[config.mk]
export PLATFORM = sky130hd
export DESIGN_NAME = vadd_top
export DESIGN_NICKNAME = d
export VERILOG_FILES = /design/src/vadd_pkg.sv /design/src/vadd_mem.sv /design/src/vadd_top.sv
export SDC_FILE = /design/constraint.sdc
export NUM_CORES = 2
export LEC_CHECK = 0
export BUFFER_PORTS_ARGS = -buffer_cell sky130_fd_sc_hd__buf_2
export CORE_MARGIN = 2
export CORE_UTILIZATION = 37
export CTS_CLUSTER_SIZE = 16
export DETAILED_ROUTE_END_ITERATION = 16
export PLACE_DENSITY_LB_ADDON = 0.08
export SLEW_MARGIN = 20
export SYNTH_ARGS = -nofsm -noshare
export SYNTH_HDL_FRONTEND = slang
export SYNTH_SLANG_ARGS = --single-unit
[constraint.sdc]
create_clock -name pclk -period 9.6 [get_ports pclk]
set_clock_uncertainty 0.05 [all_clocks]
set_input_delay 1.92 -clock pclk [delete_from_list [all_inputs] [get_ports pclk]]
set_output_delay 1.92 -clock pclk [all_outputs]
set_load 0.1 [all_outputs]
[src/vadd_pkg.sv]
package vadd_pkg;

   // fixed widths and depths
   localparam int unsigned ACF_W = 32;
   localparam logic [3:0]  ACF_N = 4'h9;
   localparam int unsigned LAG_W = 8;

   // pseudo-float words pack {exponent[31:16], mantissa[15:0]},
   // value = 2^exponent * mantissa / 32768, mantissa >= 16384
   localparam logic [31:0] PTH_FP      = 32'h00117EF4;
   localparam logic [31:0] MARGIN_FP   = 32'h001B421F;
   localparam logic [31:0] PLEV_FP     = 32'h001354A3;
   localparam logic [31:0] THR_INIT_FP = 32'h001469CB;
   localparam logic [31:0] FAC_FP      = 32'h00024333;

   // stored-state starting values and counts
   localparam logic [31:0] RVAD0_INIT  = 32'h00000006;
   localparam logic [2:0]  BURST_CONST = 3'h3;
   localparam logic [4:0]  HANG_CONST  = 5'h0A;
   localparam logic [4:0]  HANG_INIT   = 5'h1F;
   localparam logic [3:0]  ADP_MAX     = 4'h8;
   localparam logic [7:0]  LTHRESH     = 8'h02;
   localparam logic [2:0]  NTHRESH     = 3'h4;
   localparam logic [7:0]  LAG0_INIT   = 8'h12;
   localparam logic        PTCH_INIT   = 1'b1;

   // register byte offsets
   localparam logic [7:0]  A_CTRL      = 8'h00;
   localparam logic [7:0]  A_STAT      = 8'h04;
   localparam logic [7:0]  A_THR       = 8'h08;
   localparam logic [7:0]  A_LAG       = 8'h0C;
   localparam logic [7:0]  A_RVAD      = 8'h40;
   localparam logic [7:0]  A_RVAD_END  = 8'h64;

   // field positions
   localparam int unsigned CTRL_RST_B  = 0;
   localparam int unsigned ST_VAD_B    = 0;
   localparam int unsigned ST_VVAD_B   = 1;
   localparam int unsigned ST_PTCH_B   = 2;
   localparam int unsigned ST_BUSY_B   = 3;
   localparam int unsigned ST_ADC_LSB  = 4;
   localparam int unsigned ST_BUR_LSB  = 8;
   localparam int unsigned ST_HANG_LSB = 11;
   localparam int unsigned LG_OLD_LSB  = 8;
   localparam int unsigned LG_VOLD_LSB = 10;

   typedef enum logic [1:0]
   {
      ST_IDLE   = 2'b00,
      ST_ADAPT  = 2'b01,
      ST_COPY   = 2'b10,
      ST_DECIDE = 2'b11
   } vadd_state_t;

   // a < b for normalised pseudo-floats
   function automatic logic fp_lt(input logic [31:0] a,
                                  input logic [31:0] b);
      logic signed [15:0] ea;
      logic signed [15:0] eb;
      ea = signed'(a[31:16]);
      eb = signed'(b[31:16]);
      return (ea < eb) || ((ea == eb) && (a[15:0] < b[15:0]));
   endfunction : fp_lt

   function automatic logic [31:0] fp_mul(input logic [31:0] a,
                                          input logic [31:0] b);
      logic [31:0] p;
      logic [15:0] e;
      p = a[15:0] * b[15:0];
      e = a[31:16] + b[31:16];
      if (p[29])
         return {e, p[30:15]};
      return {e - 16'h0001, p[29:14]};
   endfunction : fp_mul

   // times (1 - 1/32)
   function automatic logic [31:0] fp_dn(input logic [31:0] a);
      logic [15:0] m;
      m = a[15:0] - {5'h00, a[15:5]};
      if (m[14])
         return {a[31:16], m};
      return {a[31:16] - 16'h0001, m[14:0], 1'b0};
   endfunction : fp_dn

   // times (1 + 1/16)
   function automatic logic [31:0] fp_up(input logic [31:0] a);
      logic [16:0] m;
      m = {1'b0, a[15:0]} + {5'h00, a[15:4]};
      if (m[15])
         return {a[31:16] + 16'h0001, m[16:1]};
      return {a[31:16], m[15:0]};
   endfunction : fp_up

   function automatic logic [31:0] fp_add(input logic [31:0] a,
                                          input logic [31:0] b);
      logic [31:0] x;
      logic [31:0] y;
      logic [15:0] d;
      logic [15:0] sh;
      logic [16:0] s;
      x = fp_lt(a, b) ? b : a;
      y = fp_lt(a, b) ? a : b;
      d = x[31:16] - y[31:16];
      sh = (d > 16'h000F) ? 16'h0000 : (y[15:0] >> d[3:0]);
      s = {1'b0, x[15:0]} + {1'b0, sh};
      if (s[15])
         return {x[31:16] + 16'h0001, s[16:1]};
      return {x[31:16], s[15:0]};
   endfunction : fp_add

endpackage : vadd_pkg

[src/vadd_mem.sv]
`timescale 1ns/1ps
`default_nettype none
module vadd_mem
#(
   parameter logic [31:0] INIT0 = 32'h00000000
)
(
   input  wire logic        pclk,
   input  wire logic        presetn,
   input  wire logic        clr,
   input  wire logic        we,
   input  wire logic [3:0]  waddr,
   input  wire logic [31:0] wdata,
   input  wire logic [3:0]  raddr,
   output var  logic [31:0] rdata_r
);
   logic [31:0] mem [vadd_pkg::ACF_N];

   // one flop word per entry; entry 0 has its own start value
   for (genvar i = 0; i < vadd_pkg::ACF_N; i++)
   begin : g_ent
      always_ff @(posedge pclk or negedge presetn)
      begin
         if (!presetn)
            mem[i] <= (i == 0) ? INIT0 : 32'h00000000;
         else if (clr)
            mem[i] <= (i == 0) ? INIT0 : 32'h00000000;
         else if (we && waddr == 4'(i))
            mem[i] <= wdata;
      end
   end

   // registered read; out-of-range index reads zero
   always_ff @(posedge pclk or negedge presetn)
   begin
      if (!presetn)
         rdata_r <= 32'h00000000;
      else if (raddr < vadd_pkg::ACF_N)
         rdata_r <= mem[raddr];
      else
         rdata_r <= 32'h00000000;
   end
endmodule : vadd_mem
`default_nettype wire

[src/vadd_top.sv]
// Design decisions made here: register access over APB and the register addresses.
`timescale 1ns/1ps
`default_nettype none
// Behaviour
// threshold adaptation is evaluated once per 20 ms frame strobe
// input energy below floor loads threshold floor, filter vector kept
// adapt only when steady spectrum, not periodic, no tone
// adaptation copies reference autocorrelation into filter vector
// try threshold times 31/32; keep it if not below 2.1 x energy
// else take smaller of threshold x 17/16 and energy x 2.1
// adapted threshold never above filtered energy plus margin
// reset: threshold, vector element 0 six, rest and counter zero
// raw decision is filtered energy strictly above threshold
// burst counter counts raw-true frames, clears on false
// burst of three reloads holdover with ten, burst saturates
// voice flag is raw OR holdover non-negative; holdover decrements
// count lag pairs whose absolute difference is below two
// zeroth lag is previous frame second lag, eighteen at reset
// shift pair counts; periodic when both sum to four or more
// periodic flag updated after decision, true at reset
// reset returns every stored variable to its start value
// encoder loads all autocorrelation words before frame strobe
// energies and threshold are exponent and normalised mantissa
// floor, margin and threshold floor use fixed float constants
// one-cycle frame strobe in, done pulse when frame finished
// periodic flag computed on separate later lag strobe
module vadd_top
(
   input  wire logic        pclk,
   input  wire logic        presetn,
   input  wire logic        psel,
   input  wire logic        penable,
   input  wire logic        pwrite,
   input  wire logic [7:0]  paddr,
   input  wire logic [31:0] pwdata,
   output var  logic [31:0] prdata,
   output logic             pready,
   output logic             pslverr,
   input  wire logic        ra_we,
   input  wire logic [3:0]  ra_idx,
   input  wire logic [31:0] ra_data,
   input  wire logic        frame_strobe,
   input  wire logic [31:0] pvad_fp,
   input  wire logic [31:0] acf0_fp,
   input  wire logic        stat_flag,
   input  wire logic        tone_flag,
   input  wire logic        lag_strobe,
   input  wire logic [7:0]  lag1,
   input  wire logic [7:0]  lag2,
   output var  logic        vad_flag,
   output var  logic        frame_done,
   output logic             busy
);
   vadd_pkg::vadd_state_t state_r;
   logic [31:0] pvad_r;
   logic [31:0] acf0_r;
   logic        stat_r;
   logic        tone_r;
   logic [31:0] thr_r;
   logic [3:0]  adcnt_r;
   logic [3:0]  cp_idx_r;
   logic [2:0]  burst_r;
   logic [4:0]  hang_r;
   logic        vvad_r;
   logic        ptch_r;
   logic [1:0]  old_r;
   logic [1:0]  vold_r;
   logic [7:0]  lag0_r;
   logic        ack_r;
   logic        sw_rst;
   logic        low_e;
   logic        adapt_go;
   logic [31:0] dec_fp;
   logic [31:0] inc_fp;
   logic [31:0] pf_fp;
   logic [31:0] lim_fp;
   logic [31:0] t1_fp;
   logic [31:0] thr_nxt;
   logic        vvad_now;
   logic [2:0]  burst_inc;
   logic        reload;
   logic [4:0]  hang_mid;
   logic        vad_nxt;
   logic        ptch_go;
   logic [7:0]  d1;
   logic [7:0]  d2;
   logic [1:0]  lag_cnt;
   logic        rv_hit;
   logic [31:0] rd_mux;
   logic        addr_ok;
   logic [31:0] stage_rd;
   logic [31:0] rvad_rd;
   logic        take;

   // reference vector staging, loaded by the encoder ahead of the strobe
   vadd_mem #(.INIT0(32'h00000000)) u_stage
   (
      .pclk    (pclk),
      .presetn (presetn),
      .clr     (sw_rst),
      .we      (ra_we && state_r == vadd_pkg::ST_IDLE),
      .waddr   (ra_idx),
      .wdata   (ra_data),
      .raddr   (cp_idx_r),
      .rdata_r (stage_rd)
   );

   // filter autocorrelation vector, written only by the copy walk
   vadd_mem #(.INIT0(vadd_pkg::RVAD0_INIT)) u_rvad
   (
      .pclk    (pclk),
      .presetn (presetn),
      .clr     (sw_rst),
      .we      (state_r == vadd_pkg::ST_COPY && cp_idx_r != 4'h0),
      .waddr   (cp_idx_r - 4'h1),
      .wdata   (stage_rd),
      .raddr   (paddr[5:2] - 4'h0),
      .rdata_r (rvad_rd)
   );

   // apb: one wait cycle for every access, writes land with pready
   assign take   = psel && penable && ack_r;
   assign pready = take;
   assign sw_rst = take && pwrite && paddr == vadd_pkg::A_CTRL
                   && pwdata[vadd_pkg::CTRL_RST_B];
   assign rv_hit = paddr >= vadd_pkg::A_RVAD
                   && paddr < vadd_pkg::A_RVAD_END && paddr[1:0] == 2'b00;
   assign addr_ok = rv_hit || paddr == vadd_pkg::A_CTRL
                    || paddr == vadd_pkg::A_STAT
                    || paddr == vadd_pkg::A_THR
                    || paddr == vadd_pkg::A_LAG;
   assign pslverr = take && !addr_ok;

   always_ff @(posedge pclk or negedge presetn)
   begin
      if (!presetn)
         ack_r <= 1'b0;
      else
         ack_r <= psel && penable && !ack_r;
   end

   // read mux; the vector word comes from the memory's output flop
   always_comb
   begin
      rd_mux = 32'h00000000;
      if (rv_hit)
         rd_mux = rvad_rd;
      else if (paddr == vadd_pkg::A_STAT)
      begin
         rd_mux[vadd_pkg::ST_VAD_B]  = vad_flag;
         rd_mux[vadd_pkg::ST_VVAD_B] = vvad_r;
         rd_mux[vadd_pkg::ST_PTCH_B] = ptch_r;
         rd_mux[vadd_pkg::ST_BUSY_B] = busy;
         rd_mux[vadd_pkg::ST_ADC_LSB +: 4]  = adcnt_r;
         rd_mux[vadd_pkg::ST_BUR_LSB +: 3]  = burst_r;
         rd_mux[vadd_pkg::ST_HANG_LSB +: 5] = hang_r;
      end
      else if (paddr == vadd_pkg::A_THR)
         rd_mux = thr_r;
      else if (paddr == vadd_pkg::A_LAG)
      begin
         rd_mux[7:0] = lag0_r;
         rd_mux[vadd_pkg::LG_OLD_LSB +: 2]  = old_r;
         rd_mux[vadd_pkg::LG_VOLD_LSB +: 2] = vold_r;
      end
   end

   always_ff @(posedge pclk or negedge presetn)
   begin
      if (!presetn)
         prdata <= 32'h00000000;
      else if (psel && penable && !ack_r)
         prdata <= rd_mux;
   end

   // frame sequencer; a strobe while busy is dropped
   always_ff @(posedge pclk or negedge presetn)
   begin
      if (!presetn)
         state_r <= vadd_pkg::ST_IDLE;
      else if (sw_rst)
         state_r <= vadd_pkg::ST_IDLE;
      else
         unique case (state_r)
            vadd_pkg::ST_IDLE:
               if (frame_strobe)
                  state_r <= vadd_pkg::ST_ADAPT;
            vadd_pkg::ST_ADAPT:
               state_r <= adapt_go ? vadd_pkg::ST_COPY
                                   : vadd_pkg::ST_DECIDE;
            vadd_pkg::ST_COPY:
               if (cp_idx_r == vadd_pkg::ACF_N)
                  state_r <= vadd_pkg::ST_DECIDE;
            vadd_pkg::ST_DECIDE:
               state_r <= vadd_pkg::ST_IDLE;
         endcase
   end
   assign busy = state_r != vadd_pkg::ST_IDLE;

   // frame inputs captured on the strobe, held through the frame
   always_ff @(posedge pclk or negedge presetn)
   begin
      if (!presetn)
      begin
         pvad_r <= 32'h00000000;
         acf0_r <= 32'h00000000;
         stat_r <= 1'b0;
         tone_r <= 1'b0;
      end
      else if (state_r == vadd_pkg::ST_IDLE && frame_strobe)
      begin
         pvad_r <= pvad_fp;
         acf0_r <= acf0_fp;
         stat_r <= stat_flag;
         tone_r <= tone_flag;
      end
   end

   // copy walk: read index k, write word k one cycle later
   always_ff @(posedge pclk or negedge presetn)
   begin
      if (!presetn)
         cp_idx_r <= 4'h0;
      else if (state_r == vadd_pkg::ST_COPY && !sw_rst)
         cp_idx_r <= cp_idx_r + 4'h1;
      else
         cp_idx_r <= 4'h0;
   end

   // threshold adaptation datapath, all in float words
   assign low_e    = vadd_pkg::fp_lt(acf0_r, vadd_pkg::PTH_FP);
   assign adapt_go = !low_e && stat_r && !ptch_r && !tone_r;
   assign dec_fp   = vadd_pkg::fp_dn(thr_r);
   assign inc_fp   = vadd_pkg::fp_up(thr_r);
   assign pf_fp    = vadd_pkg::fp_mul(pvad_r, vadd_pkg::FAC_FP);
   assign lim_fp   = vadd_pkg::fp_add(pvad_r, vadd_pkg::MARGIN_FP);
   // lowered value kept unless it fell below energy x 2.1
   assign t1_fp = !vadd_pkg::fp_lt(dec_fp, pf_fp) ? dec_fp
                : vadd_pkg::fp_lt(inc_fp, pf_fp) ? inc_fp
                : pf_fp;
   assign thr_nxt = vadd_pkg::fp_lt(lim_fp, t1_fp) ? lim_fp
                  : t1_fp;

   always_ff @(posedge pclk or negedge presetn)
   begin
      if (!presetn)
         thr_r <= vadd_pkg::THR_INIT_FP;
      else if (sw_rst)
         thr_r <= vadd_pkg::THR_INIT_FP;
      else if (state_r == vadd_pkg::ST_ADAPT && low_e)
         thr_r <= vadd_pkg::PLEV_FP;
      else if (state_r == vadd_pkg::ST_ADAPT && adapt_go)
         thr_r <= thr_nxt;
   end

   // consecutive adapting frames, saturating; readable for tuning
   always_ff @(posedge pclk or negedge presetn)
   begin
      if (!presetn)
         adcnt_r <= 4'h0;
      else if (sw_rst)
         adcnt_r <= 4'h0;
      else if (state_r == vadd_pkg::ST_ADAPT)
         adcnt_r <= !adapt_go ? 4'h0
                  : (adcnt_r == vadd_pkg::ADP_MAX) ? adcnt_r
                  : adcnt_r + 4'h1;
   end

   // decision and hangover
   assign vvad_now  = vadd_pkg::fp_lt(thr_r, pvad_r);
   assign burst_inc = vvad_now ? burst_r + 3'h1 : 3'h0;
   assign reload    = burst_inc >= vadd_pkg::BURST_CONST;
   assign hang_mid  = reload ? vadd_pkg::HANG_CONST : hang_r;
   assign vad_nxt   = vvad_now || !hang_mid[4];

   always_ff @(posedge pclk or negedge presetn)
   begin
      if (!presetn)
      begin
         burst_r    <= 3'h0;
         hang_r     <= vadd_pkg::HANG_INIT;
         vvad_r     <= 1'b0;
         vad_flag   <= 1'b0;
         frame_done <= 1'b0;
      end
      else if (sw_rst)
      begin
         burst_r    <= 3'h0;
         hang_r     <= vadd_pkg::HANG_INIT;
         vvad_r     <= 1'b0;
         vad_flag   <= 1'b0;
         frame_done <= 1'b0;
      end
      else
      begin
         frame_done <= state_r == vadd_pkg::ST_DECIDE;
         if (state_r == vadd_pkg::ST_DECIDE)
         begin
            burst_r  <= reload ? vadd_pkg::BURST_CONST : burst_inc;
            hang_r   <= hang_mid[4] ? hang_mid : hang_mid - 5'h01;
            vvad_r   <= vvad_now;
            vad_flag <= vad_nxt;
         end
      end
   end

   // periodicity; only taken while idle and not on a new frame strobe,
   // so a lag strobe that meets a frame strobe is lost and the next adaptation keeps the older flag
   assign ptch_go = lag_strobe && state_r == vadd_pkg::ST_IDLE
                    && !frame_strobe;
   assign d1 = (lag1 >= lag0_r) ? lag1 - lag0_r : lag0_r - lag1;
   assign d2 = (lag2 >= lag1) ? lag2 - lag1 : lag1 - lag2;
   assign lag_cnt = {1'b0, d1 < vadd_pkg::LTHRESH}
                  + {1'b0, d2 < vadd_pkg::LTHRESH};

   always_ff @(posedge pclk or negedge presetn)
   begin
      if (!presetn)
      begin
         ptch_r <= vadd_pkg::PTCH_INIT;
         old_r  <= 2'h0;
         vold_r <= 2'h0;
         lag0_r <= vadd_pkg::LAG0_INIT;
      end
      else if (sw_rst)
      begin
         ptch_r <= vadd_pkg::PTCH_INIT;
         old_r  <= 2'h0;
         vold_r <= 2'h0;
         lag0_r <= vadd_pkg::LAG0_INIT;
      end
      else if (ptch_go)
      begin
         vold_r <= old_r;
         old_r  <= lag_cnt;
         ptch_r <= ({1'b0, lag_cnt} + {1'b0, old_r}) >= vadd_pkg::NTHRESH;
         lag0_r <= lag2;
      end
   end

   // checks; soft reset restarts all state but the captured frame inputs and apb flops, so it also disables them
   logic dis;
   assign dis = !presetn || sw_rst;
endmodule : vadd_top
`default_nettype wire
# [Yosys cells after proc, flatten, opt, wreduce, memory -nomap -nowiden]
# Cells that the tools add are included.
[classes] addsub=20 mul=1 div=0 order_cmp=25 eq_ne=33 n_shift=1 n_mux=104 bitwise_logic=2 n_reduce_logical=94
[op_table] operator="32-bit two-way mux" count=59
[op_table] operator="32-bit binary-select mux with 4-bit select" count=2
[op_table] operator="16-bit less-than comparator" count=8
[op_table] operator="16-bit equality test" count=4
[op_table] operator="16-bit two-way mux" count=3
[op_table] operator="1-bit logical AND" count=44
[op_table] operator="2-bit nonzero test" count=22
[op_table] operator="16-bit by 1-bit adder with 16-bit output (second input constant)" count=2
[op_table] operator="16-bit by 6-bit equality test with 1-bit output (second input constant)" count=2
[op_table] operator="4-bit by 3-bit equality test with 1-bit output (second input constant)" count=8
[op_table] operator="16-bit by 15-bit less-than comparator with 1-bit output (second input constant)" count=2
[op_table] operator="16-bit by 6-bit less-than comparator with 1-bit output (second input constant)" count=2
[op_table] operator="8-bit two-way mux" count=4
[op_table] operator="16-bit by 1-bit subtractor with 16-bit output (second input constant)" count=2
[op_table] operator="8-bit subtractor" count=4
[op_table] operator="16-bit by 15-bit multiplier with 31-bit output (second input constant)" count=1
[op_table] operator="12-bit two-way mux" count=2
[op_table] operator="20-bit two-way mux" count=1
[op_table] operator="4-bit two-way mux" count=5
[op_table] operator="5-bit two-way mux" count=4
[op_table] operator="16-bit by 12-bit adder with 17-bit output" count=1
[op_table] operator="16-bit by 16-bit adder with 17-bit output" count=1
[op_table] operator="16-bit by 2-bit adder with 16-bit output (second input constant)" count=1
[op_table] operator="4-bit by 2-bit equality test with 1-bit output (second input constant)" count=4
[op_table] operator="other kinds (39)" count=92
[totals] register_bits=805 latch_bits=0 ram_bits=0 mem_bits_ro=0 inputBits=166 output_inout_bits=37 word_cells=319 n_memories=0

# [Longest topological paths before layout]
[logic_depth] word_depth=17 mapped_depth=54 mapped_depth_nobuf=49

# [Hierarchy]
# From an unflattened synthesis, not the netlist that was laid out.
[hier_totals] hier_cells=5976 area_unflattened_um2=52432.8
[by_module_without_submodules] module="vadd_top" instances=1 cells_per_inst=2696 area_each_um2=21963.6 seq_area_each_um2=4102.7
[by_module_without_submodules] module="vadd_mem at u_rvad" instances=1 cells_per_inst=1670 area_each_um2=15662.5 seq_area_each_um2=8010.2
[by_module_without_submodules] module="vadd_mem at u_stage" instances=1 cells_per_inst=1610 area_each_um2=14806.7 seq_area_each_um2=8007.7

# [Least setup slack after synthesis]
# OpenSTA, ideal clock, no wires.
[synth_path] kind="register -> register" from="register pvad_r[7]" to="register thr_r[31]" setup_time_ns=0.133 t_arrival_ns=10.095 required_time_ns=9.417 path_slack_ns=-0.678 path_stages_with_launch=51 n_path_buf=4 period_less_slack_ns=10.278 cell_sequence="dfrtp_1 inv_1 ha_1 inv_1 fa_1 inv_1 ha_1 fa_1 fa_1 inv_1 fa_1 inv_1 ha_1 nand2_1 o21ai_1 a211oi_2 nor3_4 o211a_1 [... 15 more ...] buf_4 buf_2 mux2i_1 ha_1 nor2b_1 o21a_1 o21a_1 o21a_1 o21a_1 o21a_1 o21a_1 o21ai_0 a41o_1 a31oi_1 o31a_1 nand2_1 buf_2 o211ai_1"
[synth_between] elab_chain_cells=17 elab_cells_between_ends=39 cone_classes="add/sub (3); mul (1); order compare (8); eq/ne (3); shift (1); mux (15); reduce/logical (8)"
[synth_lines] element="start, declared" line_no="vadd_top.sv:55" source="logic [31:0] pvad_r;"
[synth_lines] element="start signal, assigned" line_no="vadd_top.sv:212" source="pvad_r <= pvad_fp;"
[synth_lines] element="16-bit by 15-bit less-than comparator with 1-bit output" line_no="vadd_pkg.sv:62" source="return (ea < eb) || ((ea == eb) && (a[15:0] < b[15:0]));"
[synth_lines] element="1-bit logical AND" line_no="vadd_pkg.sv:62"
[synth_lines] element="1-bit logical OR" line_no="vadd_pkg.sv:62"
[synth_lines] element="32-bit two-way mux, on equally long branches" line_no="vadd_pkg.sv:101, vadd_pkg.sv:102"
[synth_lines] element="16-bit subtractor" line_no="vadd_pkg.sv:103" source="d = x[31:16] - y[31:16];"
[synth_lines] element="16-bit by 4-bit greater-than comparator with 1-bit output / 16-bit by 4-bit >> shifter with 16-bit output (equally long branches)" line_no="vadd_pkg.sv:104" source="sh = (d > 16'h000F) ? 16'h0000 : (y[15:0] >> d[3:0]);"
[synth_lines] element="16-bit two-way mux" line_no="vadd_pkg.sv:104"
[synth_lines] element="16-bit by 16-bit adder with 17-bit output" line_no="vadd_pkg.sv:105" source="s = {1'b0, x[15:0]} + {1'b0, sh};"
[synth_lines] element="32-bit two-way mux / 1-bit two-way mux (equally long branches)" line_no="vadd_pkg.sv:106" source="if (s[15])"
[synth_lines] element="32-bit two-way mux" line_no="vadd_pkg.sv:108" source="return {x[31:16], s[15:0]};"
[synth_lines] element="16-bit less-than comparator / 16-bit equality test (equally long branches)" line_no="vadd_pkg.sv:62"
[synth_lines] element="1-bit logical AND" line_no="vadd_pkg.sv:62"
[synth_lines] element="1-bit logical OR" line_no="vadd_pkg.sv:62"
[synth_lines] element="32-bit two-way mux (*)" line_no="vadd_top.sv:241" source="assign thr_nxt = vadd_pkg::fp_lt(lim_fp, t1_fp) ? lim_fp"
[synth_lines] element="32-bit two-way mux (*)" line_no="vadd_top.sv:252" source="else if (state_r == vadd_pkg::ST_ADAPT && adapt_go)"
[synth_lines] element="32-bit two-way mux (*)" line_no="vadd_top.sv:250" source="else if (state_r == vadd_pkg::ST_ADAPT && low_e)"
[synth_lines] element="32-bit two-way mux (*)" line_no="vadd_top.sv:248" source="else if (sw_rst)"
[synth_lines] element="end signal, assigned" line_no="vadd_top.sv:249" source="thr_r <= vadd_pkg::THR_INIT_FP;"
[synth_lines] element="end signal, assigned" line_no="vadd_top.sv:251" source="thr_r <= vadd_pkg::PLEV_FP;"
[synth_lines] element="end signal, assigned" line_no="vadd_top.sv:253" source="thr_r <= thr_nxt;"
[synth_lines] element="end, declared" line_no="vadd_top.sv:59" source="logic [31:0] thr_r;"
# Every way passes the cells marked *; elsewhere a longest branch is shown, timed or not. The select of a mux whose other input is x is not followed.
# A chain may end at the register's enable or synchronous reset.

# [Worst setup path after layout]
[layout_path] from="register pvad_r[7]" to="register thr_r[27]"
# Same word-level chain as after synthesis.

==> impl_metrics.yaml <==
clocking:
  clkLatencyLatePin_ns: 0.71
  cts_made_buffers: 93
  path_clk_slew_ns: 0.07
  clock_path_buffers: 3
  cts_root_buf: "clkbuf_16"
  ctsHoldBuffers: 0
  clock_sinks: 803
  cts_tree: "done"
  h-tree-depth: 3
setup_path:
  reg2reg_depth: 49
  required_ns: 10.13
  reg2reg_slack_ns: -0.89
  cp_max_fo: 6
  timing.rr.end: "thr_r[27]$_DFFE_PN0P_"
  cp-start-kind: "flop"
  critPathMaxStageDelay_ns: 0.54
  crit_top_cell: "buf_4"
  cp.arrival_ns: 11.02
  startpoint: "pvad_r[7]$_DFFE_PN0P_"
  r2r-start: "pvad_r[7]$_DFFE_PN0P_"
  crit_cells: 49
  crit_path_end: "thr_r[27]$_DFFE_PN0P_"
  critical_path_class: "flop to flop"
  cp.buffers_inverters: 14
  crit_path_end_kind: "flop"
  cpLargestDelayFamily: "adder cells"
  crit_slowest_cell: "a211oi_4"
logic_synthesis:
  synth_top_family_by_area: "simple AND/OR/NAND/NOR gates"
  yosys.area_share.simple_pct: 16.6
  syn_avg_cell_area_um2: 8.95
  synth.distinct_cells: 92
  yosys_warnings: 0
  synth_edf_count: 0
  ys_seq_area_share_pct: 39.6
  ys_ff_latch: 803
  synth_xor_area_share_pct: 2.16
  synthMuxAreaShare_pct: 10.9
  ys.flop_type: "dfrtp_1"
  synth_compound_area_share_pct: 15.1
  async_flop_share_pct: 100
  synthAdderAreaFrac_pct: 10.6
  synth_area_mm2: 0.0508
  syn_inst: 5677
  synth_nets: 6234
floorplanning:
  die-area_mm2: 0.140
  dieWidth_um: 375
  die_height_um: 375
  start_util_pct: 37.4
  core_area_mm2: 0.136
  ioPinCount: 203
  row_count: 135
cells_and_area:
  layout.nets: 6579
  drive_gt1_share_pct: 20.7
  fin_cells: 7881
  stdcell_area_mm2: 0.0605
  area_growth_pct: 19.1
  final_util_pct: 44.6
  nFillCells: 13400
place:
  gp_congestion: 0.916
  dpl_cell_area_mm2: 0.0562
  place_inst: 7656
  dpl.hpwl_mm: 119
  io_buffers: 169
  post-place-ws_ns: -1.24
run_status:
  status: "finished, violations left"
  violations: "setup timing"
grt:
  grt_pass1_wl_mm: 271
  first_global_vias: 42900
  grt_max_degree: 194
  overflow: 0
  grt_antenna_before_repair: 17
  grt_use_total_pct: 25.2
run:
  maxCapViolations: 0
route:
  dr.pass1.iters: 6
  ant_nets: 0
  wirelength_mm: 179
  routed_via_density: 5.45
  vias: 42900
  drt_first_iter_violations: 3427
  drcViolationCount: 0
  routedWlPerCell_um: 22.7
timing:
  max_freq_mhz: 95.3
  setup_viol: 32
  setup_ws_ns: -0.890
  max_slew_margin_pct: 22.0
  hold_violations: 0
  layout_min_cycle_time_ns: 10.49
  worst_pin_slew_ns: 1.16
  rsz0062_at_grt: "yes"
  period_share_pct: 109
  drv_slew: 0
min_path:
  hold_path_class: "flop to flop"
-- cells in the mapped netlist (14+ instances only) --
library cell | number | share of area (%)
a211oi_1 | 21 | 0.31
a21o_1 | 42 | 0.62
a21oi_1 | 698 | 6.9
a22o_1 | 14 | 0.24
a22oi_1 | 33 | 0.49
a31oi_1 | 18 | 0.22
and2_1 | 24 | 0.30
and3_1 | 36 | 0.44
buf_1 | 38 | 0.28
clkbuf_1 | 367 | 2.7
dfrtp_1 | 782 | 39
dfstp_2 | 21 | 1.1
fa_1 | 60 | 2.4
ha_1 | 331 | 8.2
inv_1 | 242 | 1.8
mux2_2 | 99 | 2.2
mux2i_1 | 155 | 3.1
mux4_2 | 128 | 5.7
nand2_1 | 1389 | 10
nand2b_1 | 23 | 0.28
nand3_1 | 77 | 0.76
nand4_1 | 47 | 0.58
nor2_1 | 217 | 1.6
nor2b_1 | 34 | 0.42
nor3_1 | 55 | 0.54
nor4_1 | 22 | 0.27
o211ai_1 | 35 | 0.52
o21a_1 | 27 | 0.40
o21ai_0 | 216 | 2.1
o21ai_1 | 15 | 0.15
o31ai_1 | 25 | 0.37
or3_1 | 29 | 0.36
xnor2_1 | 94 | 1.6
xor2_1 | 31 | 0.53
-- placed cells by master (no fill, tap or decap), types with 50 or more instances in the layout --
master / instances
nand2_1: 1383
dfrtp_1: 769
a21oi_1: 684
buf_4: 467
ha_1: 312
inv_1: 229
nor2_1: 210
o21ai_0: 206
buf_2: 166
mux2i_1: 152
mux4_2: 128
mux2_2: 99
clkbuf_16: 93
xnor2_1: 85
nand3_1: 62
fa_1: 58
nor3_1: 50
-- area by class of cell --
type,instances,area (µm²),area share (%)
inverter,250,946,1.56
tap,1781,2230,3.68
multi-input combinational,4200,29100,48.2
sequential,803,20100,33.3
antenna,7,17.5,0.0289
timing repair buffer,674,4970,8.21
clock inverter,27,359,0.593
clock buffer,139,2710,4.48
-- worst min-delay path by stage --
stage               cells past startpoint                       endpoint  slack [ns]                         from
CTS                                     2         prdata[20]$_DFFE_PN0P_        0.43       prdata[20]$_DFFE_PN0P_
global route                            2          prdata[6]$_DFFE_PN0P_        0.45        prdata[6]$_DFFE_PN0P_
floorplan                               2    u_rvad.rdata_r[0]$_DFF_PN0_        0.40    u_rvad.mem[0]$_DFFE_PN0P_
finish                                  2         prdata[19]$_DFFE_PN0P_        0.42       prdata[19]$_DFFE_PN0P_
global placement                        2         prdata[13]$_DFFE_PN0P_        0.41       prdata[13]$_DFFE_PN0P_
detailed placement                      2  u_stage.rdata_r[13]$_DFF_PN0_        0.41  u_stage.mem[13]$_DFFE_PN0P_
-- per-stage QoR --
step / setup TNS, ns / hold WS, ns
finish: -25.97 / 0.421
global route: -36.96 / 0.449
CTS: -24.55 / 0.428
detailed placement: -36.54 / 0.413
global placement: -35.56 / 0.414
floorplan: -0.0442 / 0.399
-- logic make-up after synthesis --
group                      after synthesis
and+or+nand+nor                       2001
AOI/OAI and AO/OA                     1296
DFF                                    803
buffers and inverters                  675
adders and majority gates              394
muxes                                  383
xor gates and xnor gates               125
-- layer usage --
| metal | track usage [%] | up-vias | share of wire [%] |
|---|---|---|---|
| met5 | 0 | - | 0.066 |
| met4 | 7.44 | 18 | 2.9 |
| met3 | 3.16 | 263 | 4.7 |
| met2 | 42.4 | 1021 | 48 |
| met1 | 33.9 | 21300 | 44 |
| li1 | - | 20300 | - |
-- state kept, by name, summed over array words and instances, names as in the netlist, 3 cells and up --
register         cells
acf0_r              30
adcnt_r              4
burst_r              3
cp_idx_r             4
hang_r               5
lag0_r               8
prdata              32
pvad_r              32
thr_r               32
u_rvad.mem         288
u_rvad.rdata_r      32
u_stage.mem        288
u_stage.rdata_r     32
-- tightest hold or removal path, stage by stage (launching register included) --
cell	delay [ns]
dfrtp_1	0.33
nand2_1	0.05
o21ai_0	0.06
-- what timing repair did --
item / 4_1_cts / 5_1_grt
setup endpoints to repair: 32 / 32
gates resized for setup: 112 / 41
setup buffers: 37 / 11
cloned: 4 / 0
pin swaps: 65 / 30
Power is not shown: default switching activity piles up to over one toggle a cycle in this logic, so the estimate is an artifact.
